$ cat src/design/clk_ctl_cfg.svh
`ifndef CLK_CTL_CFG_SVH
`define CLK_CTL_CFG_SVH

// register byte offsets on the wishbone slave
`define OFS_CLK_CTL      4'h0
`define OFS_TRIM         4'h4
`define OFS_CFG          4'h8
`define OFS_STATUS       4'hc

// primary configuration codes
`define PRI_EXT_CLK      3'h7
`define PRI_CRYSTAL_X4   3'h5
`define PRI_CRYSTAL      3'h4
`define PRI_EXT_CLK_X4B  3'h6
`define PRI_EXT_PLAIN    3'h2
`define PRI_INT_X4_OUT   3'h3
`define PRI_INT_X4_IO    3'h1
`define PRI_INT_OUT      3'h0

// internal frequency select codes
`define RCF_8MHZ         3'h7
`define RCF_4MHZ         3'h6
`define RCF_31KHZ        3'h0
`define RCF_RESET        3'h6

// clock source select codes
`define SRC_PRIMARY      2'h2
`define SRC_SECONDARY    2'h1
`define SRC_INTERNAL     2'h3
`define SRC_RESET        2'h0

// field positions
`define TRIM_MULT_BIT    6
`define TRIM_LOWSRC_BIT  7

// tune settle time and clock rate
`define TUNE_SETTLE_US   1000
`define CLK_MHZ          40
`define TUNE_SETTLE_CYC  (`TUNE_SETTLE_US * `CLK_MHZ)

// switch pause lengths in device clock cycles
`define SWITCH_OLD_CYC   2
`define SWITCH_NEW_CYC   4

`endif

$ cat src/design/clk_ctl_pkg.sv
package clk_ctl_pkg;

	// wishbone request bundle
	typedef struct packed {
		logic        cyc;
		logic        stb;
		logic        we;
		logic [3:0]  adr;
		logic [3:0]  sel;
		logic [31:0] dat;
	} wb_req_s;

	// pin functions of the two oscillator pins
	typedef struct packed {
		logic in_is_port;   // clock-in pin is port a bit 7
		logic out_is_port;  // clock-out pin is port a bit 6
		logic out_is_clk4;  // clock-out pin drives clock / 4
		logic feedback_on;  // crystal feedback enabled
	} pin_func_s;

	// source-switch sequencer states
	typedef enum logic [1:0] {
		sw_run,
		sw_old,
		sw_new
	} sw_state_e;

endpackage

$ cat src/design/clk_ctl.sv
`timescale 1ns/10ps
`include "clk_ctl_cfg.svh"
// What this block does
// - external clock modes need no start-up wait
// - plain external mode outputs clock divided four
// - crystal mode: no clock/4, feedback stays on
// - external codes 111/101 quadruple source clock; 110 never does
// - external multiplier needs code 111/101 and enable
// - clearing multiplier enable disables multiplier everywhere
// - fast rc 8 MHz, postscaler 31k to 4M
// - fast rc on at 125k and up; 31k uses source bit
// - slow rc on when selected or features need
// - frequency field picks source; resets to 4 MHz
// - internal clkout mode: clock/4 out, in pin port
// - internal all-io mode: both pins are port
// - internal times-four gives 16 or 32 MHz
// - internal multiplier only with codes 011/001
// - internal multiplier only at 4 or 8 MHz
// - internal x4 modes share pin functions of internal
// - trim shifts fast rc within 1 ms, no status
// - slow rc independent of trim value
// - source field 10/01/11 picks clock, reset clears
// - switching pauses two old plus four new cycles
module clk_ctl
#(
	parameter int SETTLE_CYC = `TUNE_SETTLE_CYC
)
(
	input  wire logic                 clk_in,          // 40 MHz clock
	input  wire logic                 rst_in,          // sync reset
	input  wire clk_ctl_pkg::wb_req_s wb_in,           // wishbone request
	input  wire logic [2:0]           pri_cfg_in,      // fused mode
	input  wire logic                 feat_wdt_in,     // watchdog on
	input  wire logic                 feat_fscm_in,    // clock monitor on
	input  wire logic                 feat_pwrt_in,    // power-up timer
	input  wire logic                 feat_twospd_in,  // two-speed start
	output logic [31:0]               wb_dat_out,      // read data
	output logic                      wb_ack_out,      // ack
	output clk_ctl_pkg::pin_func_s    pin_func_out,    // pin roles
	output logic                      clk_out_pin_out, // clock-out value
	output logic                      clk_out_oe_out,  // clock-out enable
	output logic                      mult_on_out,     // multiplier on
	output logic                      fast_rc_on_out,  // fast rc enabled
	output logic                      slow_rc_on_out,  // slow rc enabled
	output logic [3:0]                post_div_out,    // postscale log2
	output logic                      use_fast_rc_out, // fast rc drives
	output logic [5:0]                rc_trim_out,     // applied trim
	output logic                      start_wait_out,  // start-up needed
	output logic [1:0]                active_src_out,  // source in use
	output logic                      clk_gate_out     // clock paused
);
	import clk_ctl_pkg::*;

	// ********************************************************
	// state
	// ********************************************************
	typedef struct packed {
		logic [1:0]  clock_source_select;    // source field
		logic [2:0]  rc_frequency_select;    // frequency field
		logic [5:0]  trim_value;             // tune field
		logic        multiplier_enable;      // x4 enable
		logic        low_freq_source_select; // 31k from fast rc
		logic [1:0]  active;                 // active source
		sw_state_e   sw;                     // switch sequencer
		logic [2:0]  sw_cnt;                 // pause counter
		logic        ack;                    // bus ack
		logic [31:0] rdat;                   // read data
		pin_func_s   pins;                   // pin roles
		logic        mult;                   // multiplier on
		logic        fast_on;                // fast rc on
		logic        slow_on;                // slow rc on
		logic [3:0]  post;                   // postscale
		logic        use_fast;               // fast rc selected
		logic        wait_st;                // start-up wait
		logic        gate;                   // clock held
		logic        clk4_run;               // divider run
	} state_s;

	state_s st;       // registered state
	state_s next_st;  // next state

	logic       tune_write;  // trim register written
	logic [5:0] trim_apply;  // trim after shift start
	logic       clk4;        // divider output

	// ********************************************************
	// helper functions
	// ********************************************************
	// byte-lane merge of a write
	function automatic logic [31:0] merge(input logic [31:0] old,
		input logic [31:0] nw, input logic [3:0] sel);
		logic [31:0] r;
		r = old;
		for (int i = 0; i < 4; i++)
			if (sel[i])
				r[i*8 +: 8] = nw[i*8 +: 8];
		return r;
	endfunction

	// is the fused mode one of the internal ones or plain external
	function automatic logic is_internal(input logic [2:0] c);
		return (c == `PRI_INT_OUT) || (c == `PRI_EXT_PLAIN) ||
			(c == `PRI_INT_X4_OUT) || (c == `PRI_INT_X4_IO);
	endfunction

	// ********************************************************
	// next-state logic
	// ********************************************************
	always_comb
	begin
		logic        wr;
		logic        rd;
		logic [31:0] w;
		logic        ext_x4;
		logic        int_x4;
		logic        internal;
		logic [1:0]  want;
		wr = 1'b0;
		rd = 1'b0;
		w = 32'h0;
		ext_x4 = 1'b0;
		int_x4 = 1'b0;
		internal = 1'b0;
		want = `SRC_PRIMARY;
		next_st = st;
		tune_write = 1'b0;

		// bus: ack one cycle, drop it the cycle after
		wr = wb_in.cyc && wb_in.stb && wb_in.we && !st.ack;
		rd = wb_in.cyc && wb_in.stb && !wb_in.we && !st.ack;
		next_st.ack = wb_in.cyc && wb_in.stb && !st.ack;
		if (wr)
		begin
			case (wb_in.adr)
				`OFS_CLK_CTL:
				begin
					w = merge({25'h0, st.rc_frequency_select, 2'h0,
						st.clock_source_select}, wb_in.dat, wb_in.sel);
					next_st.rc_frequency_select = w[6:4];
					next_st.clock_source_select = w[1:0];
				end
				`OFS_TRIM:
				begin
					w = merge({24'h0, st.low_freq_source_select,
						st.multiplier_enable, st.trim_value},
						wb_in.dat, wb_in.sel);
					next_st.low_freq_source_select = w[`TRIM_LOWSRC_BIT];
					next_st.multiplier_enable = w[`TRIM_MULT_BIT];
					next_st.trim_value = w[5:0];
					tune_write = wb_in.sel[0];
				end
				default: ;
			endcase
		end
		if (rd)
		begin
			case (wb_in.adr)
				`OFS_CLK_CTL: next_st.rdat = {25'h0,
					st.rc_frequency_select, 2'h0, st.clock_source_select};
				`OFS_TRIM: next_st.rdat = {24'h0,
					st.low_freq_source_select, st.multiplier_enable,
					st.trim_value};
				`OFS_CFG: next_st.rdat = {29'h0, pri_cfg_in};
				`OFS_STATUS: next_st.rdat = {20'h0, st.post,
					st.use_fast, st.slow_on, st.fast_on, st.mult,
					st.active, st.gate, st.wait_st};
				default: next_st.rdat = 32'h0;
			endcase
		end

		internal = is_internal(pri_cfg_in);
		// external x4 needs its code and enable
		ext_x4 = st.multiplier_enable &&
			(pri_cfg_in == `PRI_EXT_CLK ||
			pri_cfg_in == `PRI_CRYSTAL_X4);
		// internal x4 needs its code, enable and 4/8 MHz
		int_x4 = st.multiplier_enable &&
			(pri_cfg_in == `PRI_INT_X4_OUT ||
			pri_cfg_in == `PRI_INT_X4_IO) &&
			(st.rc_frequency_select == `RCF_8MHZ ||
			st.rc_frequency_select == `RCF_4MHZ);
		next_st.mult = ext_x4 || int_x4;

		// fast rc: any setting but 31k, or 31k from fast rc
		next_st.fast_on = (st.rc_frequency_select != `RCF_31KHZ) ||
			st.low_freq_source_select;
		next_st.use_fast = next_st.fast_on;
		// postscale: 8 MHz direct, 31k 2^8, else 2^(7-code)
		next_st.post = (st.rc_frequency_select == `RCF_31KHZ) ?
			4'h8 : {1'b0, 3'h7 - st.rc_frequency_select};
		// slow rc: chosen as clock or any feature needs it
		next_st.slow_on = feat_wdt_in || feat_fscm_in || feat_pwrt_in
			|| feat_twospd_in || ((st.active == `SRC_INTERNAL ||
			internal) && st.rc_frequency_select == `RCF_31KHZ &&
			!st.low_freq_source_select);

		// pin roles by fused mode
		next_st.pins = '0;
		case (pri_cfg_in)
			`PRI_EXT_CLK, `PRI_EXT_PLAIN:
				next_st.pins.out_is_clk4 = 1'b1;
			`PRI_CRYSTAL, `PRI_CRYSTAL_X4, `PRI_EXT_CLK_X4B:
				next_st.pins.feedback_on = 1'b1;
			`PRI_INT_OUT, `PRI_INT_X4_OUT:
			begin
				next_st.pins.in_is_port  = 1'b1;
				next_st.pins.out_is_clk4 = 1'b1;
			end
			default:
			begin
				next_st.pins.in_is_port  = 1'b1;
				next_st.pins.out_is_port = 1'b1;
			end
		endcase
		next_st.clk4_run = next_st.pins.out_is_clk4;
		// only crystal modes wait for oscillator start
		next_st.wait_st = (pri_cfg_in == `PRI_CRYSTAL ||
			pri_cfg_in == `PRI_CRYSTAL_X4);

		// source switch with glitch-free pause
		want = (st.clock_source_select == `SRC_SECONDARY) ?
			`SRC_SECONDARY : (st.clock_source_select == `SRC_INTERNAL)
			? `SRC_INTERNAL : `SRC_PRIMARY;
		case (st.sw)
			sw_run:
				if (want != st.active)
				begin
					next_st.sw = sw_old;
					next_st.gate = 1'b1;
					next_st.sw_cnt = 3'(`SWITCH_OLD_CYC - 1);
				end
			sw_old:
				if (st.sw_cnt == 3'h0)
				begin
					next_st.sw = sw_new;
					next_st.active = want;
					next_st.sw_cnt = 3'(`SWITCH_NEW_CYC - 1);
				end
				else
					next_st.sw_cnt = st.sw_cnt - 3'h1;
			sw_new:
				if (st.sw_cnt == 3'h0)
				begin
					next_st.sw = sw_run;
					next_st.gate = 1'b0;
				end
				else
					next_st.sw_cnt = st.sw_cnt - 3'h1;
			default: next_st.sw = sw_run;
		endcase
	end

	// ********************************************************
	// state register
	// ********************************************************
	always_ff @(posedge clk_in)
	begin
		if (rst_in)
		begin
			st <= '0;
			st.rc_frequency_select <= `RCF_RESET;
			st.clock_source_select <= `SRC_RESET;
			st.active <= `SRC_PRIMARY;
			st.sw <= sw_run;
		end
		else
			st <= next_st;
	end

	// ********************************************************
	// sub-blocks
	// ********************************************************
	tune_settle #(.SETTLE_CYC(SETTLE_CYC)) u_tune
	(
		.clk_in   (clk_in),
		.rst_in   (rst_in),
		.start_in (tune_write),
		.trim_in  (next_st.trim_value),
		.trim_out (trim_apply),
		.busy_out ()
	);

	div4_gen u_div4
	(
		.clk_in  (clk_in),
		.rst_in  (rst_in),
		.run_in  (st.clk4_run),
		.div_out (clk4)
	);

	// ********************************************************
	// outputs, all from flip-flops
	// ********************************************************
	assign wb_dat_out      = st.rdat;
	assign wb_ack_out      = st.ack;
	assign pin_func_out    = st.pins;
	assign clk_out_pin_out = clk4;
	assign clk_out_oe_out  = st.clk4_run;
	assign mult_on_out     = st.mult;
	assign fast_rc_on_out  = st.fast_on;
	assign slow_rc_on_out  = st.slow_on;
	assign post_div_out    = st.post;
	assign use_fast_rc_out = st.use_fast;
	assign rc_trim_out     = trim_apply;
	assign start_wait_out  = st.wait_st;
	assign active_src_out  = st.active;
	assign clk_gate_out    = st.gate;

	// ********************************************************
	// checks
	// ********************************************************
	// outputs reflect the inputs sampled one edge earlier
	a_ext_mult_gate:
	assert property (@(posedge clk_in) disable iff (rst_in)
		!$past(rst_in) && mult_on_out && $past(pri_cfg_in[2]) |->
		$past(pri_cfg_in[0]) && $past(st.multiplier_enable))
		else $error("multiplier on in wrong external mode");
	a_mult_enable_off:
	assert property (@(posedge clk_in) disable iff (rst_in)
		$past(!st.multiplier_enable) && !$past(rst_in) |-> !mult_on_out)
		else $error("multiplier on while disabled");
	a_int_mult_freq:
	assert property (@(posedge clk_in) disable iff (rst_in)
		!$past(rst_in) && mult_on_out && !$past(pri_cfg_in[2]) |->
		$past(st.rc_frequency_select[2:1]) == 2'h3)
		else $error("internal multiplier at bad frequency");
	a_all_io_pins:
	assert property (@(posedge clk_in) disable iff (rst_in)
		$past(pri_cfg_in) == `PRI_INT_X4_IO && !$past(rst_in) |->
		pin_func_out.in_is_port && pin_func_out.out_is_port)
		else $error("all-io mode pins not released");
	a_crystal_no_clk4:
	assert property (@(posedge clk_in) disable iff (rst_in)
		$past(pri_cfg_in) == `PRI_CRYSTAL && !$past(rst_in) |->
		!clk_out_oe_out && pin_func_out.feedback_on)
		else $error("crystal mode drives clock-out");
	a_ext_no_wait:
	assert property (@(posedge clk_in) disable iff (rst_in)
		$past(pri_cfg_in) == `PRI_EXT_CLK && !$past(rst_in) |->
		!start_wait_out)
		else $error("start-up wait in external mode");
	a_switch_pause:
	assert property (@(posedge clk_in) disable iff (rst_in)
		$rose(clk_gate_out) |-> clk_gate_out [*6] ##1 !clk_gate_out)
		else $error("switch pause not six cycles");
	a_fast_rc_on:
	assert property (@(posedge clk_in) disable iff (rst_in)
		$past(st.rc_frequency_select) != `RCF_31KHZ && !$past(rst_in)
		|-> fast_rc_on_out)
		else $error("fast rc off at high frequency");
	a_trim_apply:
	assert property (@(posedge clk_in) disable iff (rst_in)
		tune_write |=> rc_trim_out == $past(next_st.trim_value))
		else $error("trim not applied");
endmodule // clk_ctl

$ cat src/design/div4_gen.sv
`timescale 1ns/10ps
// ********************************************************
// divide-by-four generator for the clock-out pin
// ********************************************************
module div4_gen
(
	input  wire logic clk_in,   // device clock
	input  wire logic rst_in,   // sync reset
	input  wire logic run_in,   // divider enabled
	output logic      div_out   // clock / 4 level
);
	import clk_ctl_pkg::*;

	// divider state
	typedef struct packed {
		logic [1:0] cnt;  // phase counter
		logic       lvl;  // clock / 4 level
	} div_s;

	div_s st;       // registered state
	div_s next_st;  // next state

	// count four phases, high for two of them
	always_comb
	begin
		next_st = st;
		if (!run_in)
			next_st = '0;
		else
		begin
			next_st.cnt = st.cnt + 2'h1;
			next_st.lvl = (st.cnt == 2'h1) || (st.cnt == 2'h2);
		end
	end

	// state register
	always_ff @(posedge clk_in)
	begin
		if (rst_in)
			st <= '0;
		else
			st <= next_st;
	end

	// registered output
	assign div_out = st.lvl;
endmodule // div4_gen

$ cat src/design/tune_settle.sv
`timescale 1ns/10ps
`include "clk_ctl_cfg.svh"
// ********************************************************
// settle timer for fast rc retuning
// ********************************************************
module tune_settle
#(
	parameter int SETTLE_CYC = `TUNE_SETTLE_CYC
)
(
	input  wire logic       clk_in,     // device clock
	input  wire logic       rst_in,     // sync reset
	input  wire logic       start_in,   // new trim written
	input  wire logic [5:0] trim_in,    // requested trim
	output logic [5:0]      trim_out,   // trim applied to rc
	output logic            busy_out    // shift in progress
);
	import clk_ctl_pkg::*;

	// settle timer state
	typedef struct packed {
		logic [31:0] cnt;   // cycles left of the shift
		logic [5:0]  trim;  // trim applied to rc
		logic        busy;  // shift in progress
	} settle_s;

	settle_s st;       // registered state
	settle_s next_st;  // next state

	// apply trim at once, count settle window
	always_comb
	begin
		next_st = st;
		if (start_in)
		begin
			next_st.cnt  = 32'(SETTLE_CYC - 1);
			next_st.trim = trim_in;
			next_st.busy = 1'b1;
		end
		else if (st.cnt != 32'h0)
			next_st.cnt = st.cnt - 32'h1;
		else
			next_st.busy = 1'b0;
	end

	// state register
	always_ff @(posedge clk_in)
	begin
		if (rst_in)
			st <= '0;
		else
			st <= next_st;
	end

	// registered outputs
	assign trim_out = st.trim;
	assign busy_out = st.busy;
endmodule // tune_settle

$ cat config.mk
export PLATFORM = sky130hd
export DESIGN_NAME = clk_ctl
export DESIGN_NICKNAME = d
export VERILOG_FILES = /design/src/design/clk_ctl_pkg.sv /design/src/design/clk_ctl.sv /design/src/design/div4_gen.sv /design/src/design/tune_settle.sv
export VERILOG_INCLUDE_DIRS = /design/src /design/src/design
export SDC_FILE = /design/constraint.sdc
export NUM_CORES = 1
export LEC_CHECK = 0
export BUFFER_PORTS_ARGS = -buffer_cell sky130_fd_sc_hd__buf_2
export CORE_UTILIZATION = 43
export DETAILED_ROUTE_END_ITERATION = 7
export HOLD_SLACK_MARGIN = 0.06
export PLACE_DENSITY = 0.75
export SETUP_SLACK_MARGIN = 0.5
export SYNTH_ARGS = -nofsm -noshare
export SYNTH_HDL_FRONTEND = slang
export SYNTH_SLANG_ARGS = --single-unit
$ cat constraint.sdc
create_clock -name clk_in -period 1.5 [get_ports clk_in]
set_input_delay 0.3 -clock clk_in [delete_from_list [all_inputs] [get_ports clk_in]]
set_output_delay 0.3 -clock clk_in [all_outputs]
set_load 0.02 [all_outputs]
After elaboration in Yosys (flattened, before gate mapping)
Cells that the tools add are included.

storage, ports and cells
  register bits = 75
  bits in latches = 0
  bits in writable memories = 0
  bits in read-only memories = 0
  input bits = 52
  output and inout port bits = 57
  logic and storage cells = 124
  memories = 0

cells by class
  $add $sub $neg = 3
  multiply operators = 0
  divide/modulo/power cells = 0
  order comparisons = 0
  equal/unequal tests = 24
  shift-type cells = 0
  mux-type cells = 23
  bitwise logic cells = 1
  reductions and logical operators = 49

operators by type and width
  cell                  count
  $pmux W12 S4          1
  $mux W8               3
  $eq A3 B3 Y1 const B  6
  $logic_or A1 B1 Y1    15
  $reduce_and A3 Y1     5
  $logic_and A1 B1 Y1   11
  $logic_not A3 Y1      3
  $mux W1               9
  $pmux W3 S3           1
  $eq A2 B2 Y1 const B  4
  $eq A4 B4 Y1 const B  2
  $ne A2 B2 Y1 const B  4
  $reduce_or A7 Y1      1
  $eq A2 B1 Y1 const B  3
  $eq A3 B2 Y1 const B  2
  $mux W2               3
  $mux W3               2
  $pmux W2 S3           1
  $reduce_bool A3 Y1    2
  $mux W5               1
  $reduce_or A5 Y1      1
  $eq A4 B3 Y1 const B  1
  $logic_not A4 Y1      1
  $mux W4               1
  other kinds (14)      17

Logic depth before layout (Yosys ltp)
  depth in word-level cells = 8
  depth in mapped cells = 7
  gate-level depth less buffers = 7

By module
A second synthesis with hierarchy kept.

second synthesis, totals
  cells, all modules = 495
  area total of the unflattened synthesis = 4388.0 um^2

modules (own cells, without submodules)
  module       times used  cells each  area each (um^2)
  clk_ctl      1           261         2387.3
  tune_settle  1           228         1938.1
  div4_gen     1           6           62.6

Worst setup path before layout
Ideal clock, no wire load.

  path kind = reg-to-reg
  start point = reg st (netlist bit wb_ack_out)
  end point = reg st[57] (netlist name)
  setup time = 0.128 ns
  arrival = 1.512 ns
  data required time = 1.372 ns
  setup slack = -0.140 ns
  stages on the path, launching flop included = 7
  path buffers = 1
  clock period less this slack = 1.640 ns
  cells stage by stage = dfxtp_1 -> nand3b_4 -> or2_4 -> nor3_4 -> buf_6 -> mux2i_1 -> nor2_1

between the ends
  cells in the longest elaborated chain, start to end = 3

ends and longest elaborated chain
  item                      line            source
  start: declaration        clk_ctl.sv:79   state_s st;
  start signal: assignment  clk_ctl.sv:267  st <= next_st;
  $logic_not A1 Y1          clk_ctl.sv:129  wr = wb_in.cyc && wb_in.stb && wb_in.we && !st.ack;
  $logic_and A1 B1 Y1       clk_ctl.sv:129
  $mux W8                   clk_ctl.sv:132  if (wr)

No other way between the ends.
A chain may end at the register's enable or synchronous reset.

Final worst setup path
  start point = reg st (netlist bit wb_ack_out)
  end point = reg st (netlist bit wb_dat_out[4])

between the ends
  cells in the longest elaborated chain, start to end = 2

ends and longest elaborated chain
  item                 line            source
  $logic_not A1 Y1     clk_ctl.sv:130  rd = wb_in.cyc && wb_in.stb && !wb_in.we && !st.ack;
  $logic_and A1 B1 Y1  clk_ctl.sv:130

No other way between the ends.

==> qor.txt <==
Status = finished, violations left
Violated checks = setup timing
Post-layout power = 4.36 mW
Lkg Pwr = 1.64 nW
Largest net degree at the start of global routing = 43
Ys Warns = 0
Dpl hpwl = 3.94 mm
Final Max Slew Viols = 0
Core area = 5960 sq um
Relative slew slack = 64.7%
Layout cells sized above 1 = 58.0%
Starting Density = 44.7%
Combined area of the multi-input logic cells = 1520 sq um
Number of fill cells = 435
Actual slew at the worst max-slew pin = 0.525 ns
Initial drt markers = 155
Die area = 6510 sq um
# port buffers = 61
Hold Vio Cnt, Final = 0
Final wirelength = 7.10 mm
DR WL/cell = 15.7 microns
Most frequent cells in the layout = nor2_1 (46), buf_6 (41), buf_4 (39), dfxtp_2 (33), buf_2 (25)
Via count = 2,276
Htree depth = 2
Worst-path clk slew = 0.10 ns
Setup crit end kind = register
Setup ws final = -0.0161 ns
Chip Width = 80.7 microns
Final net count = 434
CTS buffer count = 5
GRT Total Usage = 21.2%
DR vias/cell = 5.05
Worst vdd ir = 765 uV
Util after Layout = 66.8%
CP arrival = 1.75 ns
CTS tree = yes
Seq/Total Area, Yosys = 40.6%
Setup violations, final = 2
EDFF count, synth = 0
Max Cap Violations = 0
Crit Path Class = reg2reg
Antenna Cells = 0
CP peak stage delay = 0.33 ns
Period utilization = 101%
DRC Markers = 0
Commonest non-fill, non-tap cell in the layout = nor2_1
Fmax = 660 MHz
Cell Chain, Critical Path = nand3b_4, buf_4, or2_4, nor3_4, a22oi_1, nor2_1
Fraction of registers with async set/reset = 0%
Count of cell types in the netlist = 44
FF+latch area = 1160 sq um
Antenna violations before repair = 0
HP Class = in2reg
First-pass GRT wire length = 10.4 mm
Io pins = 109
RSZ-0062 raised after global routing = true
Area Overhead vs Synth = 49.5%
Mapped Avg Cell Area = 9.12 sq um
CP max-delay cell = dfxtp_2
CP startpoint kind = register
Later-pin clock latency in the skew report = 0.30 ns
Routed Antenna Nets = 0
Setup Skew = 0.0110 ns
Post-Syn Area = 2660 sq um
1st-pass router iterations = 4
Vias in the first global route = 2,124
Min Tclk post-route = 1.52 ns
Syn Inst Count = 292
Crit-path max FO = 6
Synth Register Bits = 54
Gr ovfl total = 0
Die Ht = 80.7 microns
Cts hold-fix bufs = 0
Clk sinks = 54
Row cnt = 28
Top_reg_cell synth = dfxtp_1
GPL Wtd Cong = 0.836
PD cells = 1100 nW/um^2
Clock tree buffer depth = 2
Req. time, crit path = 1.73 ns
CTS root buf = clkbuf_8
-- power by group --
part	internal, mW	total [mW]	switching, mW
Clock	0.645	1.12	0.474
Combinational	0.792	1.67	0.874
Sequential	1.51	1.58	0.0665
-- synthesized netlist by cell type (2+ instances only) --
| cell | instances | share of area [%] |
|---|---|---|
| a211o_1 | 3 | 0.99 |
| a211oi_1 | 2 | 0.56 |
| a21oi_1 | 14 | 2.6 |
| a22o_1 | 3 | 0.99 |
| a22oi_1 | 10 | 2.8 |
| buf_2 | 2 | 0.38 |
| buf_4 | 43 | 12 |
| clkbuf_1 | 9 | 1.3 |
| dfxtp_1 | 54 | 41 |
| ha_1 | 7 | 3.3 |
| inv_1 | 9 | 1.3 |
| mux2_2 | 3 | 1.3 |
| mux2i_1 | 20 | 7.5 |
| mux4_2 | 2 | 1.7 |
| nand2_1 | 16 | 2.3 |
| nand2b_1 | 3 | 0.70 |
| nand3_1 | 2 | 0.38 |
| nor2_1 | 49 | 6.9 |
| nor2b_1 | 4 | 0.94 |
| nor3_1 | 7 | 1.3 |
| nor4_1 | 3 | 0.70 |
| o21ai_0 | 5 | 0.94 |
-- registers in the layout, summed over array words and instances, names as in the netlist, 2 cells and up --
register / count
st: 18
pin_func_out: 3
wb_dat_out: 12
active_src_out: 2
u_tune.trim_out: 6
post_div_out: 4
-- worst max-delay path, delay by kind of cell (launching register included) --
family	cells	cell delay, ns
and+or+nand+nor	4	0.85
DFF	1	0.33
AOI/OAI and AO/OA	1	0.14
buffers and inverters	1	0.13
-- what timing repair did --
item                       4_1_cts  5_1_grt
pin swaps                       24       18
gates resized for setup        131       34
gates cloned                     2        0
setup endpoints to repair       78       81
buffers inserted                26       10
-- per-stage QoR --
step	setup slack [ns]	cells	TNS, ns	area (sq um)	hold WS [ns]
after detailed placement	-0.0216	405	-0.107	2990	0.429
after floorplan	-0.102	311	-1.02	2870	0.372
after global routing	-0.0879	451	-0.976	3980	0.204
after CTS	0.0419	441	0	3740	0.205
final	-0.0161	451	-0.0254	3980	0.214
after global placement	0.00174	405	0	2990	0.420
-- layer usage --
metal | up-vias | share of wire, % | global-route usage, %
met5 | - | 0 | 0
met4 | 0 | 0.96 | 4.11
met3 | 10 | 3.1 | 4.09
met2 | 63 | 55 | 38.9
met1 | 1104 | 41 | 25.4
li1 | 1099 | - | -
-- path summary, 6_finish.rpt --
check               startpoint             to  slack [ns]  cells after the start
hold reg to reg   u_div4.st[1]   u_div4.st[1]        0.44                      1
setup / recovery    wb_ack_out  wb_dat_out[4]       -0.02                      6
hold / removal        wb_in[6]         st[65]        0.21                      2
setup reg to reg    wb_ack_out  wb_dat_out[4]       -0.02                      6
-- cell families (layout without fill, tap and decap cells) --
| kind of cell | after synthesis | in the layout | share of synthesized area (%) |
|---|---|---|---|
| multiplexers | 25 | 25 | 10.5 |
| XOR/XNOR | 1 | 1 | 0.329 |
| buffers and inverters | 64 | 129 | 15.5 |
| adder cells (fa/ha/maj) | 7 | 7 | 3.29 |
| AND/OR/NAND/NOR | 95 | 95 | 17.8 |
| AO/OA/AOI/OAI | 45 | 45 | 11.9 |
| flip-flops | 54 | 54 | 40.6 |
| other | 1 | 20 | 0.141 |
-- area by class of cell --
type	instances	area share, %
clock buffer	7	2.70
clock inverter	1	0.754
inverter	9	0.975
multi-input combinational	193	38.2
sequential	54	29.0
tap	75	2.36
timing repair buffer	112	26.0
No activity file was read; power rests on OpenSTA's default activity.
